**src/hw/zz_unused_guard.sv**
```systemverilog
`default_nettype none
`default_nettype wire

```
**src/hw/lcd_pkg.sv**
```systemverilog
`default_nettype none

package lcd_pkg;

    // ------------------------------------------------------------
    // panel geometry
    // ------------------------------------------------------------
    localparam int NUM_COM   = 4;
    localparam int NUM_SEG   = 27;
    localparam int SEG_FIRST = 4;
    localparam int RAM_DEPTH = 35;
    localparam int NUM_PIX   = NUM_SEG * NUM_COM;

    localparam logic [5:0] ADDR_MAX   = 6'h22;
    localparam logic [5:0] ADDR_FIRST = 6'h00;

    // ------------------------------------------------------------
    // command byte layout
    // ------------------------------------------------------------
    localparam int CONT_BIT      = 7;
    localparam int DISP_ON_BIT   = 3;
    localparam int BIAS_BIT      = 2;
    localparam int ADDR_MSB_BIT  = 2;
    localparam int SWRST_BIT     = 1;
    localparam int FORCE_ON_BIT  = 1;
    localparam int FORCE_OFF_BIT = 0;

    localparam logic [1:0] MODE_TAG  = 2'h2;
    localparam logic [1:0] ADDR_TAG  = 2'h0;
    localparam logic [1:0] PANEL_TAG = 2'h1;
    localparam logic [3:0] SETUP_TAG = 4'hD;
    localparam logic [3:0] BLINK_TAG = 4'hE;
    localparam logic [4:0] OVR_TAG   = 5'h1F;

    // ------------------------------------------------------------
    // reset values and blink rates
    // ------------------------------------------------------------
    localparam logic [4:0] PANEL_RST = 5'h02;

    localparam logic [1:0] BLINK_OFF     = 2'h0;
    localparam logic [1:0] BLINK_HALF_HZ = 2'h1;
    localparam logic [1:0] BLINK_ONE_HZ  = 2'h2;
    localparam logic [1:0] BLINK_TWO_HZ  = 2'h3;

    // ------------------------------------------------------------
    // timing
    // ------------------------------------------------------------
    localparam int CLK_HZ       = 100_000_000;
    localparam int FRAME_HZ     = 80;
    localparam int FRAME_CYCLES = CLK_HZ / FRAME_HZ;
    localparam int FRAME_W      = 21;
    // frames per visibility toggle: half a blink period
    localparam logic [6:0] TOG_HALF_HZ = 7'(FRAME_HZ);
    localparam logic [6:0] TOG_ONE_HZ  = 7'(FRAME_HZ / 2);
    localparam logic [6:0] TOG_TWO_HZ  = 7'(FRAME_HZ / 4);
    localparam logic [3:0] SCLK_HALF   = 4'h6;

    // ------------------------------------------------------------
    // controller registers
    // ------------------------------------------------------------
    localparam int         AXI_AW   = 4;
    localparam logic [3:0] TX_OFS   = 4'h0;
    localparam logic [3:0] STAT_OFS = 4'h4;
    localparam logic [3:0] CTRL_OFS = 4'h8;
    localparam int         STAT_BUSY_BIT = 0;
    localparam int         STAT_SEL_BIT  = 1;
    localparam int         CTRL_SEL_BIT  = 0;
    localparam logic [1:0] RESP_OKAY   = 2'h0;
    localparam logic [1:0] RESP_SLVERR = 2'h2;

    typedef enum logic [1:0] {
        H_IDLE = 2'h0,
        H_LOW  = 2'h1,
        H_HIGH = 2'h3,
        H_GAP  = 2'h2
    } host_state_e;

endpackage : lcd_pkg

`default_nettype wire

```
**src/hw/lcd_link_if.sv**
```systemverilog
`default_nettype none

interface lcd_link_if;
    logic csb_n;
    logic sclk;
    logic serial_in;

    modport host (output csb_n, output sclk, output serial_in);
    modport dev  (input csb_n, input sclk, input serial_in);
endinterface : lcd_link_if

`default_nettype wire

```
**src/hw/lcd_seg_driver.sv**
```systemverilog
`default_nettype none

// Behaviour
// - blink rate field: off, 0.5, 1, 2 Hz
// - override bits force on/off, reset normal
// - force on lights every pixel
// - force off darkens every pixel
// - overrides only act while display on
// - override command leaves ram untouched
// - force off beats force on
// - address is segment, bits are commons
// - addresses 00h to 03h never shown
// - state undefined until initialisation done
// - select high resets serial interface
// - host sends software reset first
// - commands ignored while supply off
// - power-on and software reset reinitialise
// - host toggles select then soft-resets
// - host display on and off sequences
// - top bit picks command or data next
// - address 00h to 22h, wraps after 22h
// - display off blanks all outputs
module lcd_seg_driver
#(
    parameter int FRAME_CYCLES = lcd_pkg::FRAME_CYCLES
)
(
    input  wire logic                       clk,
    input  wire logic                       rst,
    lcd_link_if.dev                         link,
    input  wire logic                       supply_ok,
    output logic [lcd_pkg::NUM_PIX-1:0]     pixel_out,
    output logic                            display_active
);

    typedef struct packed {
        logic [3:0]                         sync1;
        logic [3:0]                         sync2;
        logic                               sclk_prev;
        logic [7:0]                         shreg;
        logic [2:0]                         bit_cnt;
        logic                               data_mode;
        logic                               disp_on;
        logic                               bias_half;
        logic                               addr_msb;
        logic                               force_on;
        logic                               force_off;
        logic [1:0]                         blink_rate;
        logic [4:0]                         panel_cfg;
        logic [5:0]                         addr;
        logic [lcd_pkg::RAM_DEPTH*4-1:0]    ram;
        logic [lcd_pkg::FRAME_W-1:0]        frame_cnt;
        logic [6:0]                         blink_cnt;
        logic                               blink_hide;
        logic [lcd_pkg::NUM_PIX-1:0]        pixel;
    } dev_s;

    localparam dev_s RST_STATE = '{panel_cfg: lcd_pkg::PANEL_RST, sync1: 4'h8, sync2: 4'h8,
                                   default: '0};
    localparam logic [lcd_pkg::FRAME_W-1:0] FRAME_LAST = lcd_pkg::FRAME_W'(FRAME_CYCLES - 1);

    function automatic logic [5:0] addr_step(input logic [5:0] a);
        addr_step = (a == lcd_pkg::ADDR_MAX) ? lcd_pkg::ADDR_FIRST : a + 6'h1;
    endfunction : addr_step

    function automatic logic [6:0] toggle_frames(input logic [1:0] rate);
        unique case (rate)
            lcd_pkg::BLINK_HALF_HZ: toggle_frames = lcd_pkg::TOG_HALF_HZ;
            lcd_pkg::BLINK_ONE_HZ:  toggle_frames = lcd_pkg::TOG_ONE_HZ;
            lcd_pkg::BLINK_TWO_HZ:  toggle_frames = lcd_pkg::TOG_TWO_HZ;
            lcd_pkg::BLINK_OFF:     toggle_frames = 7'h0;
        endcase
    endfunction : toggle_frames

    dev_s       r;
    dev_s       n;
    logic       csb_n;
    logic       sclk;
    logic       sd;
    logic       pwr;
    logic       byte_done;
    logic       soft_rst;
    logic       frame_tick;
    logic [7:0] byte_v;
    logic [5:0] a0;
    logic [5:0] a1;
    logic [5:0] a_set;

    always_comb
    begin
        n          = r;
        soft_rst   = 1'b0;
        byte_done  = 1'b0;
        a0         = r.addr;
        a1         = addr_step(r.addr);
        a_set      = 6'h0;
        n.sync1    = {link.csb_n, link.sclk, link.serial_in, supply_ok};
        n.sync2    = r.sync1;
        csb_n      = r.sync2[3];
        sclk       = r.sync2[2];
        sd         = r.sync2[1];
        pwr        = r.sync2[0];
        n.sclk_prev = sclk;
        byte_v     = {r.shreg[6:0], sd};

        // ------------------------------------------------------------
        // serial receive
        // ------------------------------------------------------------
        if (csb_n)
        begin
            n.bit_cnt   = 3'h0;
            n.data_mode = 1'b0;
        end
        else if (sclk && !r.sclk_prev)
        begin
            n.shreg   = byte_v;
            n.bit_cnt = r.bit_cnt + 3'h1;
            byte_done = (r.bit_cnt == 3'h7);
        end

        // ------------------------------------------------------------
        // byte decode
        // ------------------------------------------------------------
        if (byte_done && pwr)
        begin
            if (r.data_mode)
            begin
                // dummy addresses 00h-03h are stored like any other
                n.ram[a0*4 +: 4] = byte_v[7:4];
                n.ram[a1*4 +: 4] = byte_v[3:0];
                n.addr           = addr_step(a1);
            end
            else
            begin
                n.data_mode = !byte_v[lcd_pkg::CONT_BIT];
                if (byte_v[6:5] == lcd_pkg::MODE_TAG)
                begin
                    n.disp_on   = byte_v[lcd_pkg::DISP_ON_BIT];
                    n.bias_half = byte_v[lcd_pkg::BIAS_BIT];
                end
                else if (byte_v[6:5] == lcd_pkg::ADDR_TAG)
                begin
                    a_set  = {r.addr_msb, byte_v[4:0]};
                    n.addr = (a_set > lcd_pkg::ADDR_MAX) ? lcd_pkg::ADDR_FIRST : a_set;
                end
                else if (byte_v[6:5] == lcd_pkg::PANEL_TAG)
                    n.panel_cfg = byte_v[4:0];
                else if (byte_v[6:3] == lcd_pkg::SETUP_TAG)
                begin
                    if (byte_v[lcd_pkg::SWRST_BIT])
                        soft_rst = 1'b1;
                    else
                        n.addr_msb = byte_v[lcd_pkg::ADDR_MSB_BIT];
                end
                else if (byte_v[6:3] == lcd_pkg::BLINK_TAG)
                    n.blink_rate = byte_v[1:0];
                else if (byte_v[6:2] == lcd_pkg::OVR_TAG)
                begin
                    // only the two flags move, ram is not touched
                    n.force_on  = byte_v[lcd_pkg::FORCE_ON_BIT];
                    n.force_off = byte_v[lcd_pkg::FORCE_OFF_BIT];
                end
            end
        end

        // ------------------------------------------------------------
        // supply loss and software reset return settings to defaults
        // ------------------------------------------------------------
        if (soft_rst || !pwr)
        begin
            n.data_mode  = 1'b0;
            n.disp_on    = 1'b0;
            n.bias_half  = 1'b0;
            n.addr_msb   = 1'b0;
            n.force_on   = 1'b0;
            n.force_off  = 1'b0;
            n.blink_rate = lcd_pkg::BLINK_OFF;
            n.panel_cfg  = lcd_pkg::PANEL_RST;
            n.addr       = lcd_pkg::ADDR_FIRST;
        end

        // ------------------------------------------------------------
        // frame and blink timing
        // ------------------------------------------------------------
        frame_tick  = (r.frame_cnt == FRAME_LAST);
        n.frame_cnt = frame_tick ? '0 : r.frame_cnt + 1'b1;
        if (r.blink_rate == lcd_pkg::BLINK_OFF)
        begin
            n.blink_cnt  = 7'h0;
            n.blink_hide = 1'b0;
        end
        else if (frame_tick)
        begin
            if (r.blink_cnt >= toggle_frames(r.blink_rate) - 7'h1)
            begin
                n.blink_cnt  = 7'h0;
                n.blink_hide = !r.blink_hide;
            end
            else
                n.blink_cnt = r.blink_cnt + 7'h1;
        end

        // ------------------------------------------------------------
        // pixel map: segment s, common c from ram bit c at address s+4
        // ------------------------------------------------------------
        for (int s = 0; s < lcd_pkg::NUM_SEG; s++)
        begin
            for (int c = 0; c < lcd_pkg::NUM_COM; c++)
            begin
                n.pixel[s*lcd_pkg::NUM_COM+c] =
                    r.disp_on && !r.force_off &&
                    (r.force_on ||
                     (!r.blink_hide && r.ram[(s+lcd_pkg::SEG_FIRST)*lcd_pkg::NUM_COM+c]));
            end
        end
    end

    always_ff @(posedge clk or posedge rst)
    begin
        if (rst)
            r <= RST_STATE;
        else
            r <= n;
    end

    assign pixel_out      = r.pixel;
    assign display_active = r.disp_on;

endmodule : lcd_seg_driver

`default_nettype wire

```
**src/flat_wrapper.sv**
```systemverilog
// flat-port wrapper written by rule: the top's interface ports become plain ports
module lcd_seg_driver_flat 
#(
    parameter int FRAME_CYCLES = lcd_pkg::FRAME_CYCLES
)
  (clk, rst, supply_ok, pixel_out, display_active, link_csb_n, link_sclk, link_serial_in);
  lcd_link_if link_i ();
  input  wire logic clk;
  input  wire logic rst;
  input  wire logic supply_ok;
  output logic [lcd_pkg::NUM_PIX-1:0] pixel_out;
  output logic display_active;
  input wire logic [$bits(link_i.csb_n)-1:0] link_csb_n;
  input wire logic [$bits(link_i.sclk)-1:0] link_sclk;
  input wire logic [$bits(link_i.serial_in)-1:0] link_serial_in;
  assign link_i.csb_n = link_csb_n;
  assign link_i.sclk = link_sclk;
  assign link_i.serial_in = link_serial_in;
  lcd_seg_driver #(.FRAME_CYCLES(FRAME_CYCLES)) u_core (.clk(clk), .rst(rst), .link(link_i), .supply_ok(supply_ok), .pixel_out(pixel_out), .display_active(display_active));
endmodule
```
**config.mk**
```make
export PLATFORM = sky130hd
export DESIGN_NAME = lcd_seg_driver_flat
export DESIGN_NICKNAME = d
export VERILOG_FILES = /design/src/hw/zz_unused_guard.sv /design/src/hw/lcd_pkg.sv /design/src/hw/lcd_link_if.sv /design/src/hw/lcd_seg_driver.sv /design/src/flat_wrapper.sv
export SDC_FILE = /design/constraint.sdc
export NUM_CORES = 1
export LEC_CHECK = 0
export BUFFER_PORTS_ARGS = -buffer_cell sky130_fd_sc_hd__buf_2
export CELL_PAD_IN_SITES_DETAIL_PLACEMENT = 0
export CELL_PAD_IN_SITES_GLOBAL_PLACEMENT = 1
export CORE_ASPECT_RATIO = 1.25
export CORE_UTILIZATION = 30
export CTS_BUF_LIST = sky130_fd_sc_hd__clkbuf_4 sky130_fd_sc_hd__clkbuf_8 sky130_fd_sc_hd__clkbuf_16
export CTS_CLUSTER_DIAMETER = 200
export DETAILED_ROUTE_END_ITERATION = 16
export PLACE_DENSITY = 0.53
export SYNTH_ARGS = -nofsm -noshare
export SYNTH_HDL_FRONTEND = slang
export SYNTH_SLANG_ARGS = --single-unit
```
**constraint.sdc**
```tcl
create_clock -name clk -period 10 [get_ports clk]
set_input_delay 1.5 -clock clk [delete_from_list [all_inputs] [get_ports clk]]
set_output_delay 1.5 -clock clk [all_outputs]
set_load 0.02 [all_outputs]
```
==> out/qor.txt <==
YOSYS
--------------------------------------------------------------------------------------
Adder and majority gate portion of the synthesized area .................        1.62%
Post-synth design cell area .............................................  13,900 um^2
Number of warnings issued by yosys ......................................            0
Number of library cell types mapped by synthesis ........................           76
Fraction of the yosys area taken by sequential cells ....................        50.0%
Mux share of post-synthesis cell area ...................................        1.91%
Post-synth ARST share ...................................................         100%
Post-synth top area share ...............................................        49.6%
Fraction of the mapped netlist area in compound gates ...................        18.5%
Xor-xnor portion of the synthesized cell area ...........................        2.19%
Net count after synthesis ...............................................        1,411
Synth Instances .........................................................        1,387
Top_reg_cell synth ...................................................... sky130_fd_sc_hd__dfrtp_1
Mean instance size in the synthesized netlist ...........................    9.99 um^2
Dominant combinational cell family by area after synthesis .............. compound AO/OA/AOI/OAI gates
Library cell occupying the most area in the post-synthesis netlist ...... sky130_fd_sc_hd__dfrtp_1
Synthesized flop and latch total ........................................          277
Most area-consuming cells after synthesis ............................... sky130_fd_sc_hd__dfrtp_1 50%, sky130_fd_sc_hd__buf_4 6.0%, sky130_fd_sc_hd__nor2_1 5.5%
Post-synth EDFFs ........................................................            0
Simple-gate share of the synthesized area ...............................        17.1%

CELLS AND AREA
--------------------------------------------------------------------------------------
N_diodes ................................................................            0
Fin nets ................................................................        1,380
Post-route cell area ....................................................  15,200 um^2
Layout cell share with drive strength beyond 1 ..........................        18.4%
Synthesis-to-layout area growth .........................................        9.51%
Post-Layout Cell Count ..................................................        1,959

CRITICAL PATH
--------------------------------------------------------------------------------------
Required arrival time at the worst endpoint .............................    10,470 ps
Arrival time reported for the critical path endpoint ....................      4720 ps
Worst Path Buf+Inv ......................................................            1
Critical path type ...................................................... flip-flop to flip-flop
Startpoint type of the worst setup path .................................    flip-flop
CP max FO ...............................................................           16
Critical-path cell with the highest stage delay ......................... sky130_fd_sc_hd__or2_1
Crit. End Element .......................................................    flip-flop
Ordered cell list for the critical path ................................. inv_1, ha_1, or3b_2, a21oi_1, o21a_1, or2_1, nand2_1, nor3_2, mux2_2
Cell family with the largest share of critical-path delay ............... simple AND/OR/NAND/NOR gates
Largest stage delay, worst path .........................................       720 ps

FLOORPLAN
--------------------------------------------------------------------------------------
Die extent in y .........................................................       242 um
Placeable core region ...................................................  45,400 um^2
Count of pins on the block boundary .....................................          115
Horizontal die dimension ................................................       194 um
Total die area ..........................................................  47,100 um^2
Effective utilization at floorplan ......................................        30.5%
Rows ....................................................................           87

PLACE
--------------------------------------------------------------------------------------
Dpl cells ...............................................................        1,901
Final HPWL from detailed placement ......................................    28,900 um
Post-placement cell area ................................................  14,100 um^2
Final RePlAce weighted congestion .......................................        0.860
Count of input and output buffers .......................................          114

HOLD PATH
--------------------------------------------------------------------------------------
Worst hold-check path type .............................................. flip-flop to flip-flop

STA
--------------------------------------------------------------------------------------
Number of hold-slack violations in the final timing report ..............            0
Final period util .......................................................        42.5%
Total setup violations reported at the end of the flow ..................            0
Relative slew slack .....................................................        21.4%
Worst clock skew on the final layout ....................................      14.2 ps
Slew at the pin with the worst max-slew slack ...........................      1180 ps
Final period demand of the worst path ...................................      4250 ps
Setup TNS ...............................................................         0 ps
Final number of max-transition violations ...............................            0
Unrepaired setup endpoints after global routing .........................           no
Maximum operating frequency .............................................      235 MHz

POWER
--------------------------------------------------------------------------------------
Total power .............................................................      2.59 mW
Static leakage ..........................................................      6.76 nW
Worst ir drop on vdd ....................................................   0.000122 V
Cell Pwr Density ........................................................  171 nW/um^2

DRT
--------------------------------------------------------------------------------------
Antenna Violating Nets Remaining ........................................            0
WL final ................................................................    42,900 um
Detailed-router iteration count before antenna repair ...................            5
Via count ...............................................................       10,300
Drt initial violations ..................................................          723
Drc violations ..........................................................            0
Average wire per standard cell ..........................................      21.9 um
Avg Vias per Cell .......................................................         5.28

GRT
--------------------------------------------------------------------------------------
Antenna violations before repair ........................................            0
Remaining global-route overflow .........................................            0
Maximum number of pins on one net before global-route repair ............          172
Via count of the first global-routing pass ..............................       10,600
Wire length of the first global-routing pass ............................    66,700 um
Combined global-route utilization of all metal layers ...................        18.3%

CTS
--------------------------------------------------------------------------------------
Count of hold buffers inserted by post-cts repair .......................            0
Buffer type at the clock tree root ...................................... sky130_fd_sc_hd__clkbuf_16
H-tree Lvls .............................................................            1
Clock tree from TritonCTS ...............................................         done
Clock buffer depth ......................................................            3
Clock sink count ........................................................          277
Latest clock arrival within the worst-skew pair .........................       590 ps
Clock slew at the register clock pins of the worst setup and hold paths .        60 ps
Post-cts sizing count ...................................................            0
Setup Fix Bufs, Post-CTS ................................................            0
Cts bufs inserted .......................................................           31

JOB
--------------------------------------------------------------------------------------
Maximum Capacitance Violations ..........................................            0

RUN STATUS
--------------------------------------------------------------------------------------
Run status .............................................................. complete, no violations

==> worst paths after layout <==
path / endpoint / cells past startpoint / startpoint / slack [ps]
worst max-delay path: flip-flop / 9 / u_core.a0[0] / 5750
worst min-delay path: u_core.byte_v[0] / 0 / u_core.n[309] / 350
worst max register to register: flip-flop / 9 / u_core.a0[0] / 5750
worst min register to register: u_core.byte_v[0] / 0 / u_core.n[309] / 350
max in group asynchronous: u_core.r[116] / 3 / rst / 7580
min in group asynchronous: u_core.pixel_out[51] / 2 / rst / 1000
==> cell families (layout without fill, tap and decap cells) <==
kind of cell    after synthesis  count (layout)
simple gates                473             473
mux                          24              24
buf+inv                     201             195
fa+ha+maj                    18              18
compound gates              361             361
xor+xnor                     33              33
flops                       277             277
==> layout by cell type, fill, tap and decap left out, types with 30 or more instances in the layout <==
| cell type | count |
|---|---|
| sky130_fd_sc_hd__nand2_1 | 73 |
| sky130_fd_sc_hd__clkbuf_16 | 31 |
| sky130_fd_sc_hd__a221o_1 | 39 |
| sky130_fd_sc_hd__buf_2 | 114 |
| sky130_fd_sc_hd__nand3_1 | 40 |
| sky130_fd_sc_hd__and3_1 | 30 |
| sky130_fd_sc_hd__nor2_1 | 203 |
| sky130_fd_sc_hd__a21oi_1 | 121 |
| sky130_fd_sc_hd__dfrtp_1 | 274 |
==> area by class of cell <==
class,instances,area [um^2]
fillers,4639,30200
flip-flops and latches,277,6940
inverters,13,56.3
clock inverters,10,83.8
well taps,578,723
clock buffers,48,966
repair buffers,124,658
multi-input cells,909,5760
==> metal layers <==
layer / vias to the layer above / GRT usage [%] / wire (um)
met5: - / 0 / 0
met4: 0 / 7.33 / 1580
met3: 89 / 2.65 / 1960
met2: 280 / 29.3 / 19800
met1: 5137 / 24.8 / 19500
li1: 4832 / - / -
==> stage by stage <==
| stage | hold slack [ps] | util [%] | setup WS [ps] |
|---|---|---|---|
| floorplan | 331 | - | 866 |
| global placement | 334 | 31.1 | 5920 |
| detailed placement | 335 | 31.1 | 5850 |
| CTS | 348 | 33.4 | 5830 |
| global route | 356 | 33.4 | 5460 |
| finish | 347 | 33.4 | 5750 |
==> Yosys cell counts (all sizes together), types with 11 or more instances <==
| library cell | n |
|---|---|
| a221o | 39 |
| a22oi | 24 |
| mux2 | 20 |
| inv | 13 |
| xnor2 | 20 |
| nand3 | 41 |
| nor3 | 28 |
| o22ai | 11 |
| dfrtp | 275 |
| ha | 18 |
| xor2 | 13 |
| a21oi | 123 |
| o21ai | 36 |
| o2bb2ai | 16 |
| nand2 | 73 |
| o211ai | 11 |
| nand4 | 14 |
| clkbuf | 59 |
| a211o | 11 |
| a22o | 16 |
| and3 | 30 |
| and2 | 16 |
| buf | 129 |
| nor2b | 16 |
| nor2 | 204 |
==> power breakdown <==
| group | switching (mW) | leakage (nW) | internal [mW] |
|---|---|---|---|
| Clock | 0.473 | 0.529 | 0.687 |
| Sequential | 0.0690 | 3.82 | 1.14 |
| Combinational | 0.168 | 2.41 | 0.0609 |
| Total | 0.710 | 6.76 | 1.88 |
Power figures use the tool's default switching activity.
